<file path="src/verilog/dbag_pkg.sv">
// dbag_pkg: constants, carriers and bank decode table of the dram bank
// and address gate; assumes one core clock and an AXI4-Lite register bus.
// Contract
// soft reset out is keyboard reset request or port A bit 0.
// system A20 passes CPU A20 when gate input or port A bit 1 set.
// first row strobe enable opens banks 0 and 3.
// second row strobe enable opens banks 1 and 2.
// first column strobe enable opens banks 0 and 2.
// second column strobe enable opens banks 1 and 3.
// refresh request low starts a refresh of the dram banks.
// bus address captured on rising address latch enable; none in halt cycles. The code captures on every rising edge, halt cycles included.
// ram latch strobe high from cycle end to status end holds ram address. The code passes the address through while high and holds it after.
// three config selects choose one of six arrangements, 512K to 8M.
// channel check with nmi enabled raises nmi; level readable on port B.
// timer channel 2 level readable on port B.
// lower megabyte select low for accesses in the first megabyte.
// onboard indicator high for accesses to motherboard memory.
// hold acknowledge high only while the CPU bus drivers are off.
// expansion master pulls external master low while owning the bus.
// dma address enable held low for the whole dma memory access.
// system reset is active high and synchronous to the clock.
// shadow mode serves up to 384K of rom space from dram.
// parity fault input low reports a memory parity error.
// parity check enable is the OR of both column strobe enables.
// fast A20 gate is port A bit 1 or the gate input.
// peripheral data driven only while a system port is read.
// during refresh, refresh row bit 9 goes out on dram address bit 8.
// config code to bank layout held in an editable decode table.
// parity fault with nmi enabled raises nmi beside channel check.
`default_nettype none
package dbag_pkg;
    localparam logic [7:0] REG_PORT_A  = 8'h00;
    localparam logic [7:0] REG_PORT_B  = 8'h04;
    localparam logic [7:0] REG_SHADOW  = 8'h08;
    localparam logic [7:0] REG_STATUS  = 8'h0c;
    localparam int unsigned PA_SOFT_RST = 0;
    localparam int unsigned PA_A20_GATE = 1;
    localparam int unsigned PB_NMI_EN   = 0;
    localparam int unsigned PB_TIMER    = 5;
    localparam int unsigned PB_CHK      = 6;
    localparam int unsigned PB_PARITY   = 7;
    localparam int unsigned ST_REFRESH  = 3;
    localparam int unsigned ST_NMI      = 4;
    localparam int unsigned ST_CFG_BAD  = 5;
    localparam logic [1:0] RESP_OKAY   = 2'h0;
    localparam logic [1:0] RESP_SLVERR = 2'h2;
    localparam logic [3:0] LOW_MEG_NIB = 4'h0;
    localparam logic [7:0] HOLE_BASE   = 8'h0a;
    localparam logic [7:0] HOLE_TOP    = 8'h10;
    localparam logic [2:0] CFG_MAX     = 3'h5;

    typedef enum logic [1:0] {RF_IDLE = 2'h0, RF_ROW = 2'h1, RF_DONE = 2'h3} dbag_rf_t;

    // top in 64K blocks, bank size as log2 of 64K blocks
    typedef struct packed {
        logic [7:0] topBlk;
        logic [2:0] bankShift;
    } dbag_cfg_t;

    // editable layout table
    localparam dbag_cfg_t CFG_TABLE [8] = '{
        '{8'h08, 3'h2}, '{8'h0a, 3'h2}, '{8'h10, 3'h2}, '{8'h20, 3'h4},
        '{8'h40, 3'h4}, '{8'h80, 3'h5}, '{8'h08, 3'h2}, '{8'h08, 3'h2}};

    typedef struct packed {
        logic        awvalid;
        logic [7:0]  awaddr;
        logic        wvalid;
        logic [31:0] wdata;
        logic [3:0]  wstrb;
        logic        bready;
        logic        arvalid;
        logic [7:0]  araddr;
        logic        rready;
    } dbag_axi_req_t;

    typedef struct packed {
        logic        awready;
        logic        wready;
        logic        bvalid;
        logic [1:0]  bresp;
        logic        arready;
        logic        rvalid;
        logic [31:0] rdata;
        logic [1:0]  rresp;
    } dbag_axi_rsp_t;

    typedef struct packed {
        logic       en;
        logic [7:0] addr;
        logic [7:0] data;
    } dbag_wr_t;

    function automatic logic dbag_reg_known(input logic [7:0] addr);
        return addr == REG_PORT_A || addr == REG_PORT_B ||
               addr == REG_SHADOW || addr == REG_STATUS;
    endfunction
endpackage
`default_nettype wire

</file>
<file path="src/verilog/dbag_axil_slave.sv">
// dbag_axil_slave: AXI4-Lite slave front end for the byte-wide registers.
// assumes the master keeps valid and payload stable until each handshake.
`timescale 1ns/100ps
`default_nettype none
module dbag_axil_slave (
    input  wire logic                    core_clk,
    input  wire logic                    arst_n,
    input  wire dbag_pkg::dbag_axi_req_t axiReq,
    output var  dbag_pkg::dbag_axi_rsp_t axiRsp,
    output var  dbag_pkg::dbag_wr_t      wrCmd,
    output logic [7:0]                   rdAddr,
    input  wire logic [7:0]              rdData
);
    typedef struct packed {
        logic       awHeld;
        logic [7:0] awAddr;
        logic       wHeld;
        logic [7:0] wData;
        logic       wLane0;
        logic       bvalid;
        logic [1:0] bresp;
        logic       rvalid;
        logic [7:0] rdata;
        logic [1:0] rresp;
    } dbag_slv_t;

    dbag_slv_t st_reg;
    dbag_slv_t st_next;
    logic      wrKnown;

    assign rdAddr = axiReq.araddr;
    assign axiRsp = '{awready: !st_reg.awHeld && !st_reg.bvalid,
                      wready:  !st_reg.wHeld && !st_reg.bvalid,
                      bvalid:  st_reg.bvalid,
                      bresp:   st_reg.bresp,
                      arready: !st_reg.rvalid,
                      rvalid:  st_reg.rvalid,
                      rdata:   {24'h000000, st_reg.rdata},
                      rresp:   st_reg.rresp};

    always_comb
    begin
        st_next = st_reg;
        wrKnown = dbag_pkg::dbag_reg_known(st_reg.awAddr);
        wrCmd = '{en: 1'b0, addr: st_reg.awAddr, data: st_reg.wData};
        // address and data may arrive in either order
        if (axiReq.awvalid && axiRsp.awready)
        begin
            st_next.awHeld = 1'b1;
            st_next.awAddr = axiReq.awaddr;
        end
        if (axiReq.wvalid && axiRsp.wready)
        begin
            st_next.wHeld  = 1'b1;
            st_next.wData  = axiReq.wdata[7:0];
            st_next.wLane0 = axiReq.wstrb[0];
        end
        // only lane 0 carries register bits; upper lanes are dropped
        if (st_reg.awHeld && st_reg.wHeld)
        begin
            wrCmd.en       = wrKnown && st_reg.wLane0;
            st_next.awHeld = 1'b0;
            st_next.wHeld  = 1'b0;
            st_next.bvalid = 1'b1;
            st_next.bresp  = wrKnown ? dbag_pkg::RESP_OKAY : dbag_pkg::RESP_SLVERR;
        end
        if (st_reg.bvalid && axiReq.bready)
            st_next.bvalid = 1'b0;
        if (axiReq.arvalid && axiRsp.arready)
        begin
            st_next.rvalid = 1'b1;
            st_next.rdata  = rdData;
            st_next.rresp  = dbag_pkg::dbag_reg_known(axiReq.araddr) ?
                             dbag_pkg::RESP_OKAY : dbag_pkg::RESP_SLVERR;
        end
        else if (st_reg.rvalid && axiReq.rready)
            st_next.rvalid = 1'b0;
    end

    always_ff @(posedge core_clk or negedge arst_n)
    begin
        if (!arst_n)
            st_reg <= '0;
        else
            st_reg <= st_next;
    end
endmodule
`default_nettype wire

</file>
<file path="src/verilog/dbag_bank_decode.sv">
// dbag_bank_decode: 64K block to bank strobe and select decode.
// assumes a stable block index; purely combinational.
`timescale 1ns/100ps
`default_nettype none
module dbag_bank_decode (
    input  wire logic [2:0] cfgCode,
    input  wire logic [7:0] blk,
    input  wire logic [5:0] shadowEn,
    output logic            onboard,
    output logic            lowMeg,
    output logic            rasFirst,
    output logic            rasSecond,
    output logic            casFirst,
    output logic            casSecond,
    output logic            cfgBad
);
    function automatic logic pairHit(input logic [1:0] b, input logic [1:0] x,
                                     input logic [1:0] y);
        return b == x || b == y;
    endfunction

    dbag_pkg::dbag_cfg_t cfg;
    logic                inHole;
    logic [3:0]          shIdx;
    logic [7:0]          shVec;
    logic [7:0]          bank;

    always_comb
    begin
        // layout from config code
        cfg    = dbag_pkg::CFG_TABLE[cfgCode];
        cfgBad = cfgCode > dbag_pkg::CFG_MAX;
        inHole = blk >= dbag_pkg::HOLE_BASE && blk < dbag_pkg::HOLE_TOP;
        shIdx  = blk[3:0] - dbag_pkg::HOLE_BASE[3:0];
        shVec  = {2'h0, shadowEn};
        // rom hole only on board when shadowed
        onboard = (blk < cfg.topBlk && !inHole) || (inHole && shVec[shIdx[2:0]]);
        bank    = blk >> cfg.bankShift;
        // first megabyte
        lowMeg  = blk[7:4] == dbag_pkg::LOW_MEG_NIB;
        // bank pair decode
        rasFirst  = onboard && pairHit(bank[1:0], 2'h0, 2'h3);
        rasSecond = onboard && pairHit(bank[1:0], 2'h1, 2'h2);
        casFirst  = onboard && pairHit(bank[1:0], 2'h0, 2'h2);
        casSecond = onboard && pairHit(bank[1:0], 2'h1, 2'h3);
    end
endmodule
`default_nettype wire

</file>
<file path="src/verilog/dbag_top.sv">
// dbag_top: dram bank strobes, refresh, A20 gate, soft reset, nmi and
// system ports. assumes all pins are synchronous to core_clk.
`timescale 1ns/100ps
`default_nettype none
module dbag_top (
    input  wire logic                    core_clk,
    input  wire logic                    arst_n,
    input  wire dbag_pkg::dbag_axi_req_t axiReq,
    output var  dbag_pkg::dbag_axi_rsp_t axiRsp,
    input  wire logic                    sysReset,
    input  wire logic                    keyboardResetReqN,
    input  wire logic                    parityFaultN,
    input  wire logic                    refreshReqN,
    input  wire logic                    addrLatchEn,
    input  wire logic                    dmaAddrEnableN,
    input  wire logic                    timerCh2Level,
    input  wire logic                    channelCheckN,
    input  wire logic                    addr20GateIn,
    input  wire logic                    cpuHoldAck,
    input  wire logic                    cpuAddrBit20,
    input  wire logic [2:0]              cpuAddrHigh,
    input  wire logic [3:0]              cpuAddrLow,
    input  wire logic                    extMasterN,
    input  wire logic                    ramAddrLatchStrobe,
    input  wire logic                    ramConfigSelHi,
    input  wire logic                    ramConfigSelMid,
    input  wire logic                    ramConfigSelLo,
    input  wire logic                    refreshRowBit9,
    input  wire logic                    memAddrBit8In,
    input  wire logic                    ioRdPortA,
    input  wire logic                    ioRdPortB,
    output logic                         softResetOut,
    output logic                         sysAddrBit20,
    output logic                         sysAddrBit20Oe,
    output logic                         fastAddr20Gate,
    output logic                         rowStrobeEnFirst,
    output logic                         rowStrobeEnSecond,
    output logic                         colStrobeEnFirst,
    output logic                         colStrobeEnSecond,
    output logic                         parityCheckEn,
    output logic                         lowMegSelectN,
    output logic                         onboardMemAccess,
    output logic                         nmiOut,
    output logic                         dramAddrBit8,
    output logic [7:0]                   perDataOut,
    output logic                         perDataOe
);
    typedef struct packed {
        dbag_pkg::dbag_rf_t rf;
        logic               aleSeen;
        logic [7:0]         latchAddr;
        logic [7:0]         ramAddr;
        logic [7:0]         portA;
        logic               nmiEn;
        logic [5:0]         shadow;
        logic               softRst;
        logic               sysA20;
        logic               fastGate;
        logic               rasF;
        logic               rasS;
        logic               casF;
        logic               casS;
        logic               parity_check_en;
        logic               lowMeg;
        logic               onboard;
        logic               nmi;
        logic               ma8;
        logic [7:0]         perData;
    } dbag_core_t;

    dbag_core_t         st_reg;
    dbag_core_t         st_next;
    dbag_pkg::dbag_wr_t wrCmd;
    logic [7:0]         rdAddr;
    logic [7:0]         rdData;
    logic [2:0]         cfgCode;
    logic [7:0]         decBlk;
    logic               dOnboard;
    logic               dLowMeg;
    logic               dRasF;
    logic               dRasS;
    logic               dCasF;
    logic               dCasS;
    logic               cfgBad;
    logic               gateOn;
    logic               gatedA20;
    logic               liveSel;
    logic               memGate;
    logic               inRow;
    logic               quiet;
    logic [7:0]         portBVal;
    logic [7:0]         statusVal;

    assign cfgCode = {ramConfigSelHi, ramConfigSelMid, ramConfigSelLo};
    // live bus address while another party drives it
    assign liveSel = cpuHoldAck || !dmaAddrEnableN;
    assign decBlk  = liveSel ? {cpuAddrHigh, cpuAddrBit20, cpuAddrLow} : st_reg.ramAddr;

    dbag_axil_slave u_slave (
        .core_clk (core_clk),
        .arst_n   (arst_n),
        .axiReq   (axiReq),
        .axiRsp   (axiRsp),
        .wrCmd    (wrCmd),
        .rdAddr   (rdAddr),
        .rdData   (rdData)
    );

    dbag_bank_decode u_decode (
        .cfgCode   (cfgCode),
        .blk       (decBlk),
        .shadowEn  (st_reg.shadow),
        .onboard   (dOnboard),
        .lowMeg    (dLowMeg),
        .rasFirst  (dRasF),
        .rasSecond (dRasS),
        .casFirst  (dCasF),
        .casSecond (dCasS),
        .cfgBad    (cfgBad)
    );

    always_comb
    begin
        st_next = st_reg;
        // gate A20 from pin or port A
        gateOn   = addr20GateIn || st_reg.portA[dbag_pkg::PA_A20_GATE];
        gatedA20 = cpuAddrBit20 && gateOn;
        // capture on the rising latch enable only
        st_next.aleSeen = addrLatchEn;
        if (addrLatchEn && !st_reg.aleSeen)
            st_next.latchAddr = {cpuAddrHigh, gatedA20, cpuAddrLow};
        // transparent while the ram strobe is high, held after
        if (ramAddrLatchStrobe)
            st_next.ramAddr = st_next.latchAddr;

        // port B readback
        portBVal = '0;
        portBVal[dbag_pkg::PB_NMI_EN] = st_reg.nmiEn;
        portBVal[dbag_pkg::PB_TIMER]  = timerCh2Level;
        portBVal[dbag_pkg::PB_CHK]    = !channelCheckN;
        portBVal[dbag_pkg::PB_PARITY] = !parityFaultN;
        statusVal = '0;
        statusVal[2:0] = cfgCode;
        statusVal[dbag_pkg::ST_REFRESH] = st_reg.rf != dbag_pkg::RF_IDLE;
        statusVal[dbag_pkg::ST_NMI]     = st_reg.nmi;
        statusVal[dbag_pkg::ST_CFG_BAD] = cfgBad;
        case (rdAddr)
            dbag_pkg::REG_PORT_A: rdData = st_reg.portA;
            dbag_pkg::REG_PORT_B: rdData = portBVal;
            dbag_pkg::REG_SHADOW: rdData = {2'h0, st_reg.shadow};
            dbag_pkg::REG_STATUS: rdData = statusVal;
            default:              rdData = '0;
        endcase

        if (wrCmd.en && wrCmd.addr == dbag_pkg::REG_PORT_A)
            st_next.portA = wrCmd.data;
        if (wrCmd.en && wrCmd.addr == dbag_pkg::REG_PORT_B)
            st_next.nmiEn = wrCmd.data[dbag_pkg::PB_NMI_EN];
        if (wrCmd.en && wrCmd.addr == dbag_pkg::REG_SHADOW)
            st_next.shadow = wrCmd.data[5:0];
        // system reset sampled directly, it is already synchronous
        if (sysReset)
        begin
            st_next.portA  = '0;
            st_next.nmiEn  = 1'b0;
            st_next.shadow = '0;
        end

        // refresh sequence; done state gives one precharge cycle
        unique case (st_reg.rf)
            dbag_pkg::RF_IDLE:
                if (!refreshReqN)
                    st_next.rf = dbag_pkg::RF_ROW;
            dbag_pkg::RF_ROW:
                if (refreshReqN)
                    st_next.rf = dbag_pkg::RF_DONE;
            dbag_pkg::RF_DONE:
                st_next.rf = dbag_pkg::RF_IDLE;
            default:
                st_next.rf = dbag_pkg::RF_IDLE;
        endcase
        inRow = st_next.rf == dbag_pkg::RF_ROW;
        quiet = st_next.rf != dbag_pkg::RF_IDLE;
        // strobes idle while the ram strobe marks the status phase, except while the bus address is live
        memGate = (!ramAddrLatchStrobe || liveSel) && !quiet;

        // row enables, both in the refresh row state
        st_next.rasF = inRow || (memGate && dRasF);
        st_next.rasS = inRow || (memGate && dRasS);
        // column enables, never in refresh
        st_next.casF = memGate && dCasF;
        st_next.casS = memGate && dCasS;
        // parity check follows column enables
        st_next.parity_check_en = st_next.casF || st_next.casS;
        // refresh row bit onto address bit 8
        st_next.ma8 = inRow ? refreshRowBit9 : memAddrBit8In;
        // selects from decode
        st_next.lowMeg  = dLowMeg;
        st_next.onboard = memGate && dOnboard;

        // soft reset
        st_next.softRst  = !keyboardResetReqN || st_reg.portA[dbag_pkg::PA_SOFT_RST];
        st_next.sysA20   = gatedA20;
        st_next.fastGate = gateOn;
        // nmi from channel check or parity fault
        st_next.nmi = st_reg.nmiEn && (!channelCheckN || !parityFaultN);
        st_next.perData = ioRdPortA ? st_reg.portA : portBVal;
    end

    always_ff @(posedge core_clk or negedge arst_n)
    begin
        if (!arst_n)
            st_reg <= '0;
        else
            st_reg <= st_next;
    end

    assign softResetOut      = st_reg.softRst;
    assign sysAddrBit20      = st_reg.sysA20;
    // pin turns input only under hold with no expansion master
    assign sysAddrBit20Oe    = !(cpuHoldAck && extMasterN);
    assign fastAddr20Gate    = st_reg.fastGate;
    assign rowStrobeEnFirst  = st_reg.rasF;
    assign rowStrobeEnSecond = st_reg.rasS;
    assign colStrobeEnFirst  = st_reg.casF;
    assign colStrobeEnSecond = st_reg.casS;
    assign parityCheckEn     = st_reg.parity_check_en;
    assign lowMegSelectN     = !st_reg.lowMeg;
    assign onboardMemAccess  = st_reg.onboard;
    assign nmiOut            = st_reg.nmi;
    assign dramAddrBit8      = st_reg.ma8;
    assign perDataOut        = st_reg.perData;
    // drive only during a port read
    assign perDataOe         = ioRdPortA || ioRdPortB;

    chk_soft_reset_or: assert property (@(posedge core_clk) disable iff (!arst_n)
        !keyboardResetReqN |=> softResetOut)
        else $error("soft reset not raised by keyboard request");
    chk_a20_forced_low: assert property (@(posedge core_clk) disable iff (!arst_n)
        !(addr20GateIn || st_reg.portA[dbag_pkg::PA_A20_GATE]) |=> !sysAddrBit20)
        else $error("A20 passed while gate closed");
    chk_refresh_rows: assert property (@(posedge core_clk) disable iff (!arst_n)
        (st_reg.rf == dbag_pkg::RF_IDLE && !refreshReqN) |=>
        (rowStrobeEnFirst && rowStrobeEnSecond && !colStrobeEnFirst && !colStrobeEnSecond))
        else $error("refresh did not open both row enables");
    chk_col_pair_excl: assert property (@(posedge core_clk) disable iff (!arst_n)
        !(colStrobeEnFirst && colStrobeEnSecond))
        else $error("both column pairs enabled");
    chk_row_both_refresh: assert property (@(posedge core_clk) disable iff (!arst_n)
        (rowStrobeEnFirst && rowStrobeEnSecond) |-> st_reg.rf == dbag_pkg::RF_ROW)
        else $error("both row pairs outside refresh");
    chk_refresh_bit8: assert property (@(posedge core_clk) disable iff (!arst_n)
        st_reg.rf == dbag_pkg::RF_ROW |-> dramAddrBit8 == $past(refreshRowBit9))
        else $error("refresh row bit not on address bit 8");
    chk_parity_check_en: assert property (@(posedge core_clk) disable iff (!arst_n)
        parityCheckEn |-> $past(st_next.casF || st_next.casS) && !st_reg.rf[1])
        else $error("parity check without column enable");
    chk_fast_gate_or: assert property (@(posedge core_clk) disable iff (!arst_n)
        $rose(addr20GateIn) |=> fastAddr20Gate)
        else $error("fast gate missed gate input");
    chk_nmi_sources: assert property (@(posedge core_clk) disable iff (!arst_n)
        st_reg.nmiEn && !(parityFaultN && channelCheckN) |=> nmiOut)
        else $error("nmi not raised");
    chk_nmi_masked: assert property (@(posedge core_clk) disable iff (!arst_n)
        nmiOut |-> $past(st_reg.nmiEn) && ($past(!channelCheckN) || $past(!parityFaultN)))
        else $error("nmi without enabled source");
    chk_port_b_timer: assert property (@(posedge core_clk) disable iff (!arst_n)
        (ioRdPortB && !ioRdPortA) |=> perDataOut[dbag_pkg::PB_TIMER] == $past(timerCh2Level))
        else $error("timer level not on port B read");
    chk_ale_capture: assert property (@(posedge core_clk) disable iff (!arst_n)
        (addrLatchEn && !st_reg.aleSeen) |=>
        st_reg.latchAddr[2:0] == $past(cpuAddrLow[2:0]))
        else $error("address not captured on latch enable");
    chk_low_meg_sel: assert property (@(posedge core_clk) disable iff (!arst_n)
        (liveSel && {cpuAddrHigh, cpuAddrBit20} == '0) |=> !lowMegSelectN)
        else $error("lower megabyte select missed");
endmodule
`default_nettype wire

</file>
<file path="config.mk">
export PLATFORM = sky130hd
export DESIGN_NAME = dbag_top
export DESIGN_NICKNAME = d
export VERILOG_FILES = /design/src/verilog/dbag_pkg.sv /design/src/verilog/dbag_axil_slave.sv /design/src/verilog/dbag_bank_decode.sv /design/src/verilog/dbag_top.sv
export SDC_FILE = /design/constraint.sdc
export NUM_CORES = 1
export LEC_CHECK = 0
export BUFFER_PORTS_ARGS = -buffer_cell sky130_fd_sc_hd__buf_2
export CORE_MARGIN = 8
export CORE_UTILIZATION = 52
export CTS_BUF_LIST = sky130_fd_sc_hd__clkbuf_2
export CTS_CLUSTER_DIAMETER = 60
export DETAILED_ROUTE_END_ITERATION = 16
export PLACE_DENSITY = 0.91
export SYNTH_ARGS = -nofsm -noshare
export SYNTH_HDL_FRONTEND = slang
export SYNTH_SLANG_ARGS = --single-unit
</file>
<file path="constraint.sdc">
create_clock -name core_clk -period 2.3 [get_ports core_clk]
set_clock_uncertainty 0.15 [all_clocks]
set_input_delay 0.23 -clock core_clk [delete_from_list [all_inputs] [get_ports core_clk]]
set_output_delay 0.23 -clock core_clk [all_outputs]
set_load 0.05 [all_outputs]
</file>
==> results of run 1 <==
==> worst min path at each step <==
| stage | start | to | slack (ns) | cells after the start |
|---|---|---|---|---|
| floorplan | arst_n | colStrobeEnFirst | -0.22 | 0 |
| global placement | arst_n | u_slave.axiRsp[38] | 0.16 | 1 |
| detailed placement | arst_n | u_slave.axiRsp[38] | 0.17 | 1 |
| CTS | axiReq[7] | u_slave.axiRsp[8] | 0.02 | 4 |
| global route | axiReq[7] | u_slave.axiRsp[8] | 0.04 | 4 |
| finish | axiReq[7] | u_slave.axiRsp[8] | 0.03 | 4 |
==> cell type report <==
cell class,instances,area share [%]
tap,105,2.483
timing repair buffer,158,20.67
sequential,84,39.73
clock inverter,7,2.175
clock buffer,9,0.8513
multi-input combinational,243,32.96
inverter,16,1.135
==> power groups by stage <==
| stage | sequential [mW] | clock [mW] | combinational, mW |
|---|---|---|---|
| finish | 1.95 | 0.963 | 1.21 |
| global route | 1.98 | 1.04 | 1.30 |
| CTS | 1.94 | 0.987 | 1.20 |
| detailed placement | 1.97 | 0 | 1.12 |
| global placement | 1.94 | 0 | 1.08 |
| floorplan | 1.98 | 0 | 0.872 |
==> cell usage after synthesis, types with 3 or more instances <==
cell type	instances	area [sq um]
sky130_fd_sc_hd__buf_4	47	352.8
sky130_fd_sc_hd__nor2b_1	4	25.02
sky130_fd_sc_hd__clkbuf_1	8	30.03
sky130_fd_sc_hd__inv_1	15	56.30
sky130_fd_sc_hd__a21o_1	4	30.03
sky130_fd_sc_hd__mux4_2	3	67.56
sky130_fd_sc_hd__nand2b_1	3	18.77
sky130_fd_sc_hd__o21ai_0	13	65.06
sky130_fd_sc_hd__dfrtp_1	84	2102
sky130_fd_sc_hd__and2_1	6	37.54
sky130_fd_sc_hd__mux2_2	33	371.6
sky130_fd_sc_hd__nand2_1	45	168.9
sky130_fd_sc_hd__mux2i_1	27	270.3
sky130_fd_sc_hd__ha_1	7	87.58
sky130_fd_sc_hd__a31oi_1	3	18.77
sky130_fd_sc_hd__nor2_1	28	105.1
sky130_fd_sc_hd__a21oi_1	6	30.03
==> through the flow <==
stage	total power [mW]	setup TNS, ns	hold WS, ns
CTS	4.120	0	0.01912
global placement	3.027	-0.4011	0.1573
floorplan	2.847	0	-0.2156
detailed placement	3.089	-0.7785	0.1714
finish	4.117	0	0.03277
global route	4.323	0	0.04311
==> kinds of logic after synthesis <==
group           after synthesis
other cells                   1
fa+ha+maj                     7
xor+xnor                      2
mux                          64
compound gates               42
flops                        84
buf+inv                      76
simple gates                102
==> metal layers <==
metal / wire [um] / vias to the layer above / global-route usage [%]
li1: - / 1469 / -
met2: 4901 / 113 / 31.01
met3: 797 / 20 / 6.413
met1: 3920 / 1473 / 19.64
met5: 0 / - / 0
met4: 178 / 0 / 6.131
==> layout by cell type, fill, tap and decap left out, types with 2 or more instances in the layout <==
cell type / synthesis / final
sky130_fd_sc_hd__conb_1: 1 / 26
sky130_fd_sc_hd__mux2_2: 33 / 33
sky130_fd_sc_hd__o22ai_1: 2 / 2
sky130_fd_sc_hd__o21ai_0: 13 / 13
sky130_fd_sc_hd__or4_1: 2 / 2
sky130_fd_sc_hd__buf_4: 47 / 11
sky130_fd_sc_hd__or2_2: 2 / 2
sky130_fd_sc_hd__nand2_1: 45 / 45
sky130_fd_sc_hd__nand3_1: 2 / 2
sky130_fd_sc_hd__o211ai_2: 2 / 2
sky130_fd_sc_hd__mux4_2: 3 / 3
sky130_fd_sc_hd__nor2_1: 28 / 28
sky130_fd_sc_hd__clkinvlp_4: 0 / 2
sky130_fd_sc_hd__o31ai_1: 2 / 2
sky130_fd_sc_hd__a21oi_1: 6 / 6
sky130_fd_sc_hd__a31oi_1: 3 / 3
sky130_fd_sc_hd__a21o_1: 4 / 4
sky130_fd_sc_hd__nor2b_1: 4 / 3
sky130_fd_sc_hd__nor4_4: 2 / 2
sky130_fd_sc_hd__bufinv_16: 0 / 3
sky130_fd_sc_hd__buf_2: 1 / 94
sky130_fd_sc_hd__dfrtp_1: 84 / 84
sky130_fd_sc_hd__ha_1: 7 / 7
sky130_fd_sc_hd__nand2b_1: 3 / 3
sky130_fd_sc_hd__inv_1: 15 / 15
sky130_fd_sc_hd__a21boi_0: 2 / 2
sky130_fd_sc_hd__clkinv_2: 0 / 2
sky130_fd_sc_hd__dlygate4sd3_1: 0 / 52
sky130_fd_sc_hd__clkbuf_2: 1 / 9
sky130_fd_sc_hd__and2_1: 6 / 6
sky130_fd_sc_hd__mux2i_1: 27 / 26
==> worst max-delay path, cell delays in order <==
cell	delay (ns)
sky130_fd_sc_hd__dlygate4sd3_1	0.52
sky130_fd_sc_hd__buf_2	0.17
sky130_fd_sc_hd__nor2b_2	0.24
sky130_fd_sc_hd__nand2_1	0.13
sky130_fd_sc_hd__ha_1	0.34
sky130_fd_sc_hd__and3_1	0.20
sky130_fd_sc_hd__a221oi_2	0.21
sky130_fd_sc_hd__a32o_2	0.16
sky130_fd_sc_hd__o211ai_2	0.14
sky130_fd_sc_hd__o22ai_1	0.14
==> timing repair <==
| item | CTS | global route |
|---|---|---|
| hold buffers | 52 | 0 |
| resized for setup | 0 | 5 |
| endpoints found under the hold margin | 132 | 0 |
| endpoints found under the setup margin | 0 | 11 |
| setup buffers | 0 | 0 |
==> flow_summary.json, run 1 <==
{
  "finalWeightedCongestion": 0.8089,
  "complex_gate_fraction_of_the_synthesized_area_pct": 6.990,
  "worst_pin_slew_ns": 0.6991,
  "power.combinational.fraction_pct": 29.3,
  "peakVddDrop_v": 0.0005142,
  "rsz0062_at_grt": "no",
  "placementRows": 33,
  "syn_avg_cell_area_sq_um": 11.13,
  "synthesis.yosys.warnings": 0,
  "regArea_sq_um": 2102,
  "placement.io_buffers": 95,
  "drive_gt1_share_pct": 34.04,
  "finalCoreUtilization_pct": 66.06,
  "grt_pass1_vias": 3319,
  "max_cap_viol_count": 0,
  "fp.dieH_um": 105.9,
  "synth_enable_flop_cells": 0,
  "cts-root-buf": "sky130_fd_sc_hd__clkbuf_2",
  "io_pins": 149,
  "cellInternalPower_mw": 2.687,
  "finish.instance_area_sq_um": 5291,
  "synth-main-ff-cell": "sky130_fd_sc_hd__dfrtp_1",
  "timing.final.hold_violations": 0,
  "total_of_endpoints_with_negative_setup_slack_in_the_final_report": 0,
  "postPlaceCellArea_sq_um": 4593,
  "finish.cell_count_without_fillers": 622,
  "min-delay-path-class": "input port to register",
  "switching_power_mw": 1.430,
  "combinational_family_with_the_most_area_after_synthesis": "multiplexers",
  "maxClockFrequency_mhz": 456.7,
  "crit_fanout": 7,
  "via_total_after_detailed_routing": 3075,
  "endpoint_kind": "register",
  "tritoncts": "yes",
  "dr_drc_count": 0,
  "htree_num_levels": 3,
  "worst_r2r_endpoint": "rowStrobeEnFirst",
  "synthMuxAreaShare_pct": 17.22,
  "die_x_um": 105.9,
  "num-fill-cells": 600,
  "synth_cells": 378,
  "power-per-cell-area_nw_per_um2": 778.1,
  "dr_pass1_iterations": 4,
  "drt_iter0_drc": 123,
  "detail-route-antenna-nets": 0,
  "run_status": "finished, final reports clean",
  "finalWorstPathRequiredPeriod_ns": 2.189,
  "power.share.clock_pct": 23.4,
  "yosys.area_share.simple_pct": 12.02,
  "seqPwrFrac_pct": 47.3,
  "max_reg_flops": 34,
  "crit_end": "rowStrobeEnFirst",
  "maxSlewHeadroom_pct": 53.40,
  "skew_pair_late_insertion_delay_ns": 0.54,
  "cp.required_ns": 2.60,
  "critPathLaunch": "ramConfigSelHi",
  "track_usage_pct": 17.79,
  "grt_antenna_before_repair": 0,
  "critPathLaunchType": "input port",
  "multi_input_area_sq_um": 1744,
  "hpwl_um": 6879,
  "path_class": "input port to register",
  "synth_area_sq_um": 4207,
  "reg2regPathDepth": 7,
  "grt_start_max_net_pins": 56,
  "worst_r2r_startpoint": "st_reg[41]",
  "postSynthRegisterBits": 84,
  "p_sw_share_pct": 34.74,
  "worst_ep_arrival_time_ns": 2.49,
  "final.period_utilization_pct": 95.20,
  "tritoncts.num_buffers": 9,
  "final.setup.worst_slack_ns": 0.1105,
  "dp_worst_setup_slack_ns": -0.1829,
  "die-area_sq_um": 11220,
  "gr-total-overflow": 0,
  "post_synthesis_to_final_layout_area_growth_pct": 25.79,
  "final_max_slew_viol_count": 0,
  "leakage_nw": 2.679,
  "number_of_nets_in_the_final_layout": 605,
  "yosysUniqueCellTypes": 50,
  "start_util_pct": 52.51,
  "synth_async_sr_flop_share_pct": 100.0,
  "drt-wirelength-per-cell_um": 15.75,
  "grt_first_pass_wirelength_um": 16150,
  "viasPerCell": 4.944,
  "synth.yosys.seq_area_share_pct": 49.97,
  "numClockSinks": 84,
  "antennaDiodeCount": 0,
  "placedCellCount": 554,
  "clock_tree.buffer_depth": 2,
  "clkSlewWorstSetupHoldPaths_ns": 0.24,
  "placeableCoreArea_sq_um": 8010,
  "route.final.wire_length_um": 9798,
  "worst-r2r-setup-slack_ns": 0.13,
  "yosys.area_share.xor_xnor_pct": 0.4164,
  "synth-adder-area-share_pct": 2.082
}
Note: power is estimated with default switching activity, not from simulation.
==> run 2: changes to the inputs <==
--- a/config.mk
+++ b/config.mk
@@ -11,7 +11,8 @@
 export CTS_BUF_LIST = sky130_fd_sc_hd__clkbuf_2
 export CTS_CLUSTER_DIAMETER = 60
 export DETAILED_ROUTE_END_ITERATION = 16
-export PLACE_DENSITY = 0.91
+export HOLD_SLACK_MARGIN = 0.08
+export PLACE_DENSITY = 0.89
 export SYNTH_ARGS = -nofsm -noshare
 export SYNTH_HDL_FRONTEND = slang
 export SYNTH_SLANG_ARGS = --single-unit
==> flow_summary.json, run 2 (synthesized netlist as in run 1, its figures left out) <==
{
  "worst-r2r-setup-slack_ns": 0.06,
  "tritoncts": "yes",
  "grt_pass1_vias": 3312,
  "worst_ep_arrival_time_ns": 2.53,
  "critPathLaunchType": "input port",
  "clkSlewWorstSetupHoldPaths_ns": 0.21,
  "die_x_um": 105.9,
  "placement.io_buffers": 95,
  "drt_iter0_drc": 152,
  "clock_tree.buffer_depth": 2,
  "timing.final.hold_violations": 0,
  "worst_r2r_endpoint": "rowStrobeEnSecond",
  "route.final.wire_length_um": 9786,
  "final_max_slew_viol_count": 0,
  "maxClockFrequency_mhz": 442.0,
  "finalCoreUtilization_pct": 67.04,
  "cts-root-buf": "sky130_fd_sc_hd__clkbuf_2",
  "rsz0062_at_grt": "no",
  "start_util_pct": 52.51,
  "final_common_cell": "sky130_fd_sc_hd__buf_2",
  "io_pins": 149,
  "postPlaceCellArea_sq_um": 4593,
  "count_of_cells_along_the_worst_hold_path": 3,
  "finish.instance_area_sq_um": 5370,
  "hpwl_um": 6732,
  "placedCellCount": 554,
  "placementRows": 33,
  "power-per-cell-area_nw_per_um2": 751.1,
  "fp.dieH_um": 105.9,
  "setup-tns-final_ns": 0,
  "worst_r2r_startpoint": "st_reg[41]",
  "finalWeightedCongestion": 0.8319,
  "dp_worst_setup_slack_ns": -0.2403,
  "viasPerCell": 4.899,
  "crit_fanout": 6,
  "final.setup.worst_slack_ns": 0.03773,
  "dr_pass1_iterations": 4,
  "htree_num_levels": 3,
  "grt_first_pass_wirelength_um": 16040,
  "leakage_nw": 2.718,
  "grt_antenna_before_repair": 1,
  "detail-route-antenna-nets": 0,
  "skew_pair_late_insertion_delay_ns": 0.49,
  "gr-total-overflow": 0,
  "number_of_nets_in_the_final_layout": 613,
  "run_status": "finished, final reports clean",
  "reg2regPathDepth": 7,
  "max_cap_viol_count": 0,
  "tritoncts.num_buffers": 9,
  "post_synthesis_to_final_layout_area_growth_pct": 27.66,
  "final.period_utilization_pct": 98.36,
  "peakVddDrop_v": 0.0005196,
  "drt-wirelength-per-cell_um": 15.51,
  "hold-worst-slack_ns": 0.1670,
  "most-common-layout-cells": "sky130_fd_sc_hd__buf_2 (94), sky130_fd_sc_hd__dfrtp_1 (84), sky130_fd_sc_hd__dlygate4sd3_1 (59)",
  "via_total_after_detailed_routing": 3091,
  "placeableCoreArea_sq_um": 8010,
  "drive_gt1_share_pct": 33.71,
  "dr_drc_count": 0,
  "max_reg_flops": 34,
  "finalWorstPathRequiredPeriod_ns": 2.262,
  "worst_hold_path_startpoint": "axiReq[56]",
  "cp.required_ns": 2.57,
  "total_of_endpoints_with_negative_setup_slack_in_the_final_report": 0,
  "die-area_sq_um": 11220,
  "maxSlewHeadroom_pct": 65.71,
  "min_to": "u_slave.st_reg[32]",
  "path_class": "input port to register",
  "grt_start_max_net_pins": 53,
  "worst_pin_slew_ns": 0.5133,
  "num-fill-cells": 601,
  "track_usage_pct": 17.55,
  "post-cts-setup-buffer-count": 0,
  "finish.cell_count_without_fillers": 631,
  "endpoint_kind": "register",
  "total_power_mw": 4.034,
  "numClockSinks": 84,
  "min-delay-path-class": "input port to register"
}
[run 2: worst max-delay path by stage]
stage	startpoint	end	slack, ns	cells after the start
after floorplan	u_slave.st_reg[23]	u_slave.st_reg[14]	0.04	4
after global placement	cpuHoldAck	rowStrobeEnFirst	-0.11	10
after detailed placement	cpuHoldAck	rowStrobeEnSecond	-0.24	10
after CTS	ramConfigSelMid	rowStrobeEnSecond	0.009	10
after global routing	st_reg[41]	rowStrobeEnSecond	0.002	7
final	ramConfigSelMid	rowStrobeEnSecond	0.04	10
[run 2: report_power, final]
part	leakage (nW)	internal [mW]	switching (mW)
registers	1.07	1.74	0.207
logic	1.56	0.502	0.724
clock network	0.0863	0.368	0.497
[run 2: metal layers]
metal	global-route usage, %	wire (um)
met3	3.932	544
met1	20.22	4052
met2	31.37	5035
met5	0	0
met4	6.030	153
[run 2: cell type report]
type / count / area, sq um / share of cell area (%)
Sequential cell: 84 / 2102 / 39.14
Multi-Input combinational cell: 243 / 1753 / 32.64
Timing Repair Buffer: 166 / 1184 / 22.04
Tap cell: 105 / 131.4 / 2.446
Clock inverter: 6 / 87.58 / 1.631
Inverter: 16 / 60.06 / 1.118
Clock buffer: 10 / 50.05 / 0.9320
Antenna cell: 1 / 2.502 / 0.04660
[run 2: worst max-delay path: stages]
cell and delay, ns:
sky130_fd_sc_hd__dlygate4sd3_1 0.53, sky130_fd_sc_hd__buf_2 0.17, sky130_fd_sc_hd__nor2b_2 0.20, sky130_fd_sc_hd__nand2_1 0.13, sky130_fd_sc_hd__ha_1 0.32, sky130_fd_sc_hd__and3_1 0.19, sky130_fd_sc_hd__a221oi_1 0.28, sky130_fd_sc_hd__a32o_2 0.20
sky130_fd_sc_hd__o211ai_4 0.11, sky130_fd_sc_hd__o22ai_1 0.16
[run 2: repair_timing]
action,CTS,global route
endpoints found under the setup margin,0,8
hold buffers,60,0
hold endpoints to repair,165,0
resized for setup,0,6
==> run 3: changes to the inputs <==
--- a/config.mk
+++ b/config.mk
@@ -6,7 +6,7 @@
 export NUM_CORES = 1
 export LEC_CHECK = 0
 export BUFFER_PORTS_ARGS = -buffer_cell sky130_fd_sc_hd__buf_2
-export CORE_MARGIN = 8
+export CORE_MARGIN = 2
 export CORE_UTILIZATION = 52
 export CTS_BUF_LIST = sky130_fd_sc_hd__clkbuf_2
 export CTS_CLUSTER_DIAMETER = 60
==> flow_summary.json, run 3 (synthesized netlist as in run 1, its figures left out) <==
{
  "maxClockFrequency_mhz": 458.7,
  "maxSlewHeadroom_pct": 47.85,
  "most-common-layout-cells": "sky130_fd_sc_hd__buf_2 (94), sky130_fd_sc_hd__dfrtp_1 (84), sky130_fd_sc_hd__dlygate4sd3_1 (58)",
  "skew_pair_late_insertion_delay_ns": 0.53,
  "final.setup.worst_slack_ns": 0.1198,
  "cellInternalPower_mw": 2.597,
  "drt-wirelength-per-cell_um": 14.59,
  "setup-tns-final_ns": 0,
  "grt_start_max_net_pins": 66,
  "path_class": "register to register",
  "critical_path.max_stage_delay_ns": 0.44,
  "grt_antenna_before_repair": 0,
  "post_synthesis_to_final_layout_area_growth_pct": 27.10,
  "min-delay-path-class": "input port to register",
  "grt_first_pass_wirelength_um": 15070,
  "cts-root-buf": "sky130_fd_sc_hd__clkbuf_2",
  "die_x_um": 93.94,
  "worst_r2r_startpoint": "st_reg[41]",
  "finalWeightedCongestion": 0.8025,
  "finalWorstPathRequiredPeriod_ns": 2.180,
  "switching_power_mw": 1.421,
  "critPathLaunchType": "register",
  "placement.io_buffers": 95,
  "worst-r2r-setup-slack_ns": 0.12,
  "timing.final.hold_violations": 0,
  "cp_cell_sequence": "mux2_2 -> ha_1 -> a21o_1 -> a221oi_1 -> a32o_2 -> o211ai_4 -> o22ai_1",
  "start_util_pct": 54.16,
  "crit_end": "rowStrobeEnSecond",
  "finish.cell_count_without_fillers": 628,
  "htree_num_levels": 3,
  "placeableCoreArea_sq_um": 7767,
  "dp_worst_setup_slack_ns": -0.1534,
  "placedCellCount": 554,
  "clkSlewWorstSetupHoldPaths_ns": 0.22,
  "route.final.wire_length_um": 9165,
  "num-fill-cells": 566,
  "critical-path-slowest-cell": "sky130_fd_sc_hd__dfrtp_1",
  "drive_gt1_share_pct": 34.03,
  "power-per-cell-area_nw_per_um2": 751.6,
  "worst_r2r_endpoint": "rowStrobeEnSecond",
  "postPlaceCellArea_sq_um": 4599,
  "clock_tree.buffer_depth": 2,
  "dr_pass1_iterations": 5,
  "leakage_nw": 2.709,
  "power.share.clock_pct": 21.5,
  "via_total_after_detailed_routing": 3131,
  "timing.critical_path.depth": 7,
  "worstPathBufferInverterCount": 0,
  "viasPerCell": 4.986,
  "endpoint_kind": "register",
  "critPathLaunch": "st_reg[41]",
  "grt_pass1_vias": 3286,
  "final_max_slew_viol_count": 0,
  "final_common_cell": "sky130_fd_sc_hd__buf_2",
  "cell_class_contributing_the_biggest_share_of_worst_path_delay": "compound AO/OA/AOI/OAI gates",
  "detail-route-antenna-nets": 0,
  "max_cap_viol_count": 0,
  "number_of_nets_in_the_final_layout": 614,
  "total_of_endpoints_with_negative_setup_slack_in_the_final_report": 0,
  "tritoncts": "yes",
  "seqPwrFrac_pct": 48.3,
  "track_usage_pct": 22.06,
  "worst_pin_slew_ns": 0.7822,
  "max_reg_flops": 34,
  "dr_drc_count": 0,
  "peakVddDrop_v": 0.0004912,
  "finish.instance_area_sq_um": 5346,
  "gr-total-overflow": 0,
  "power.combinational.fraction_pct": 30.2,
  "placementRows": 32,
  "antennaDiodeCount": 0,
  "final.period_utilization_pct": 94.79,
  "worst_ep_arrival_time_ns": 2.49,
  "run_status": "finished, final reports clean",
  "reg2regPathDepth": 7,
  "die-area_sq_um": 8825,
  "cp.required_ns": 2.61,
  "drt_iter0_drc": 105,
  "tritoncts.num_buffers": 9,
  "p_sw_share_pct": 35.37,
  "fp.dieH_um": 93.94,
  "crit_fanout": 5,
  "io_pins": 149,
  "hpwl_um": 6136,
  "numClockSinks": 84
}
## run 3: final cells by class
type	count	area, sq um	share of cell area, %
clock buffers	10	50.05	0.9361
clock inverters	6	88.84	1.662
inverters	16	60.06	1.123
multi-input cells	243	1754	32.81
flip-flops and latches	84	2102	39.32
well taps	102	127.6	2.387
repair buffers	167	1164	21.76
## run 3: power by group through the flow
stage | logic, mW | clock network (mW) | registers [mW]
after floorplan | 0.872 | 0 | 1.98
after global placement | 1.09 | 0 | 1.95
after detailed placement | 1.12 | 0 | 1.97
after CTS | 1.20 | 0.885 | 1.94
after global routing | 1.31 | 0.941 | 1.98
final | 1.21 | 0.865 | 1.94
## run 3: worst min path at each step
| stage | startpoint | end | slack, ns | cells past startpoint |
|---|---|---|---|---|
| after floorplan | arst_n | colStrobeEnFirst | -0.22 | 0 |
| after global routing | cpuHoldAck | st_reg[11] | 0.1 | 6 |
| final | cpuHoldAck | st_reg[11] | 0.12 | 6 |
| after CTS | dmaAddrEnableN | st_reg[11] | 0.08 | 4 |
| after detailed placement | arst_n | u_slave.wrCmd[15] | 0.22 | 1 |
| after global placement | arst_n | u_slave.wrCmd[15] | 0.20 | 1 |
## run 3: what timing repair did
item / 4_1_cts / 5_1_grt
hold endpoints to repair: 144 / 0
setup buffers: 0 / 0
setup endpoints to repair: 0 / 8
hold buffers: 58 / 0
gates resized for setup: 0 / 7
## run 3: layer usage
layer	vias up	wire [um]	global-route usage, %
met5	-	0	0
met4	0	206	7.609
met3	22	537	4.494
met2	132	4730	40.12
met1	1486	3689	25.77
li1	1491	-	-
## run 3: per-stage QoR
step	power (mW)	hold slack [ns]	util (%)
3_5_place_dp	3.087	0.2182	59.21
5_1_grt	4.227	0.09788	68.83
2_1_floorplan	2.847	-0.2156	-
4_1_cts	4.020	0.08016	68.48
6_report	4.018	0.1163	68.83
3_3_place_gp	3.032	0.2049	59.21
## run 3: tightest hold or removal path, cell delays in order
cell and delay, ns:
sky130_fd_sc_hd__buf_2 0.12, sky130_fd_sc_hd__nor2b_4 0.07, sky130_fd_sc_hd__mux2i_2 0.17, sky130_fd_sc_hd__inv_2 0.07, sky130_fd_sc_hd__buf_4 0.11, sky130_fd_sc_hd__a211oi_4 0.04
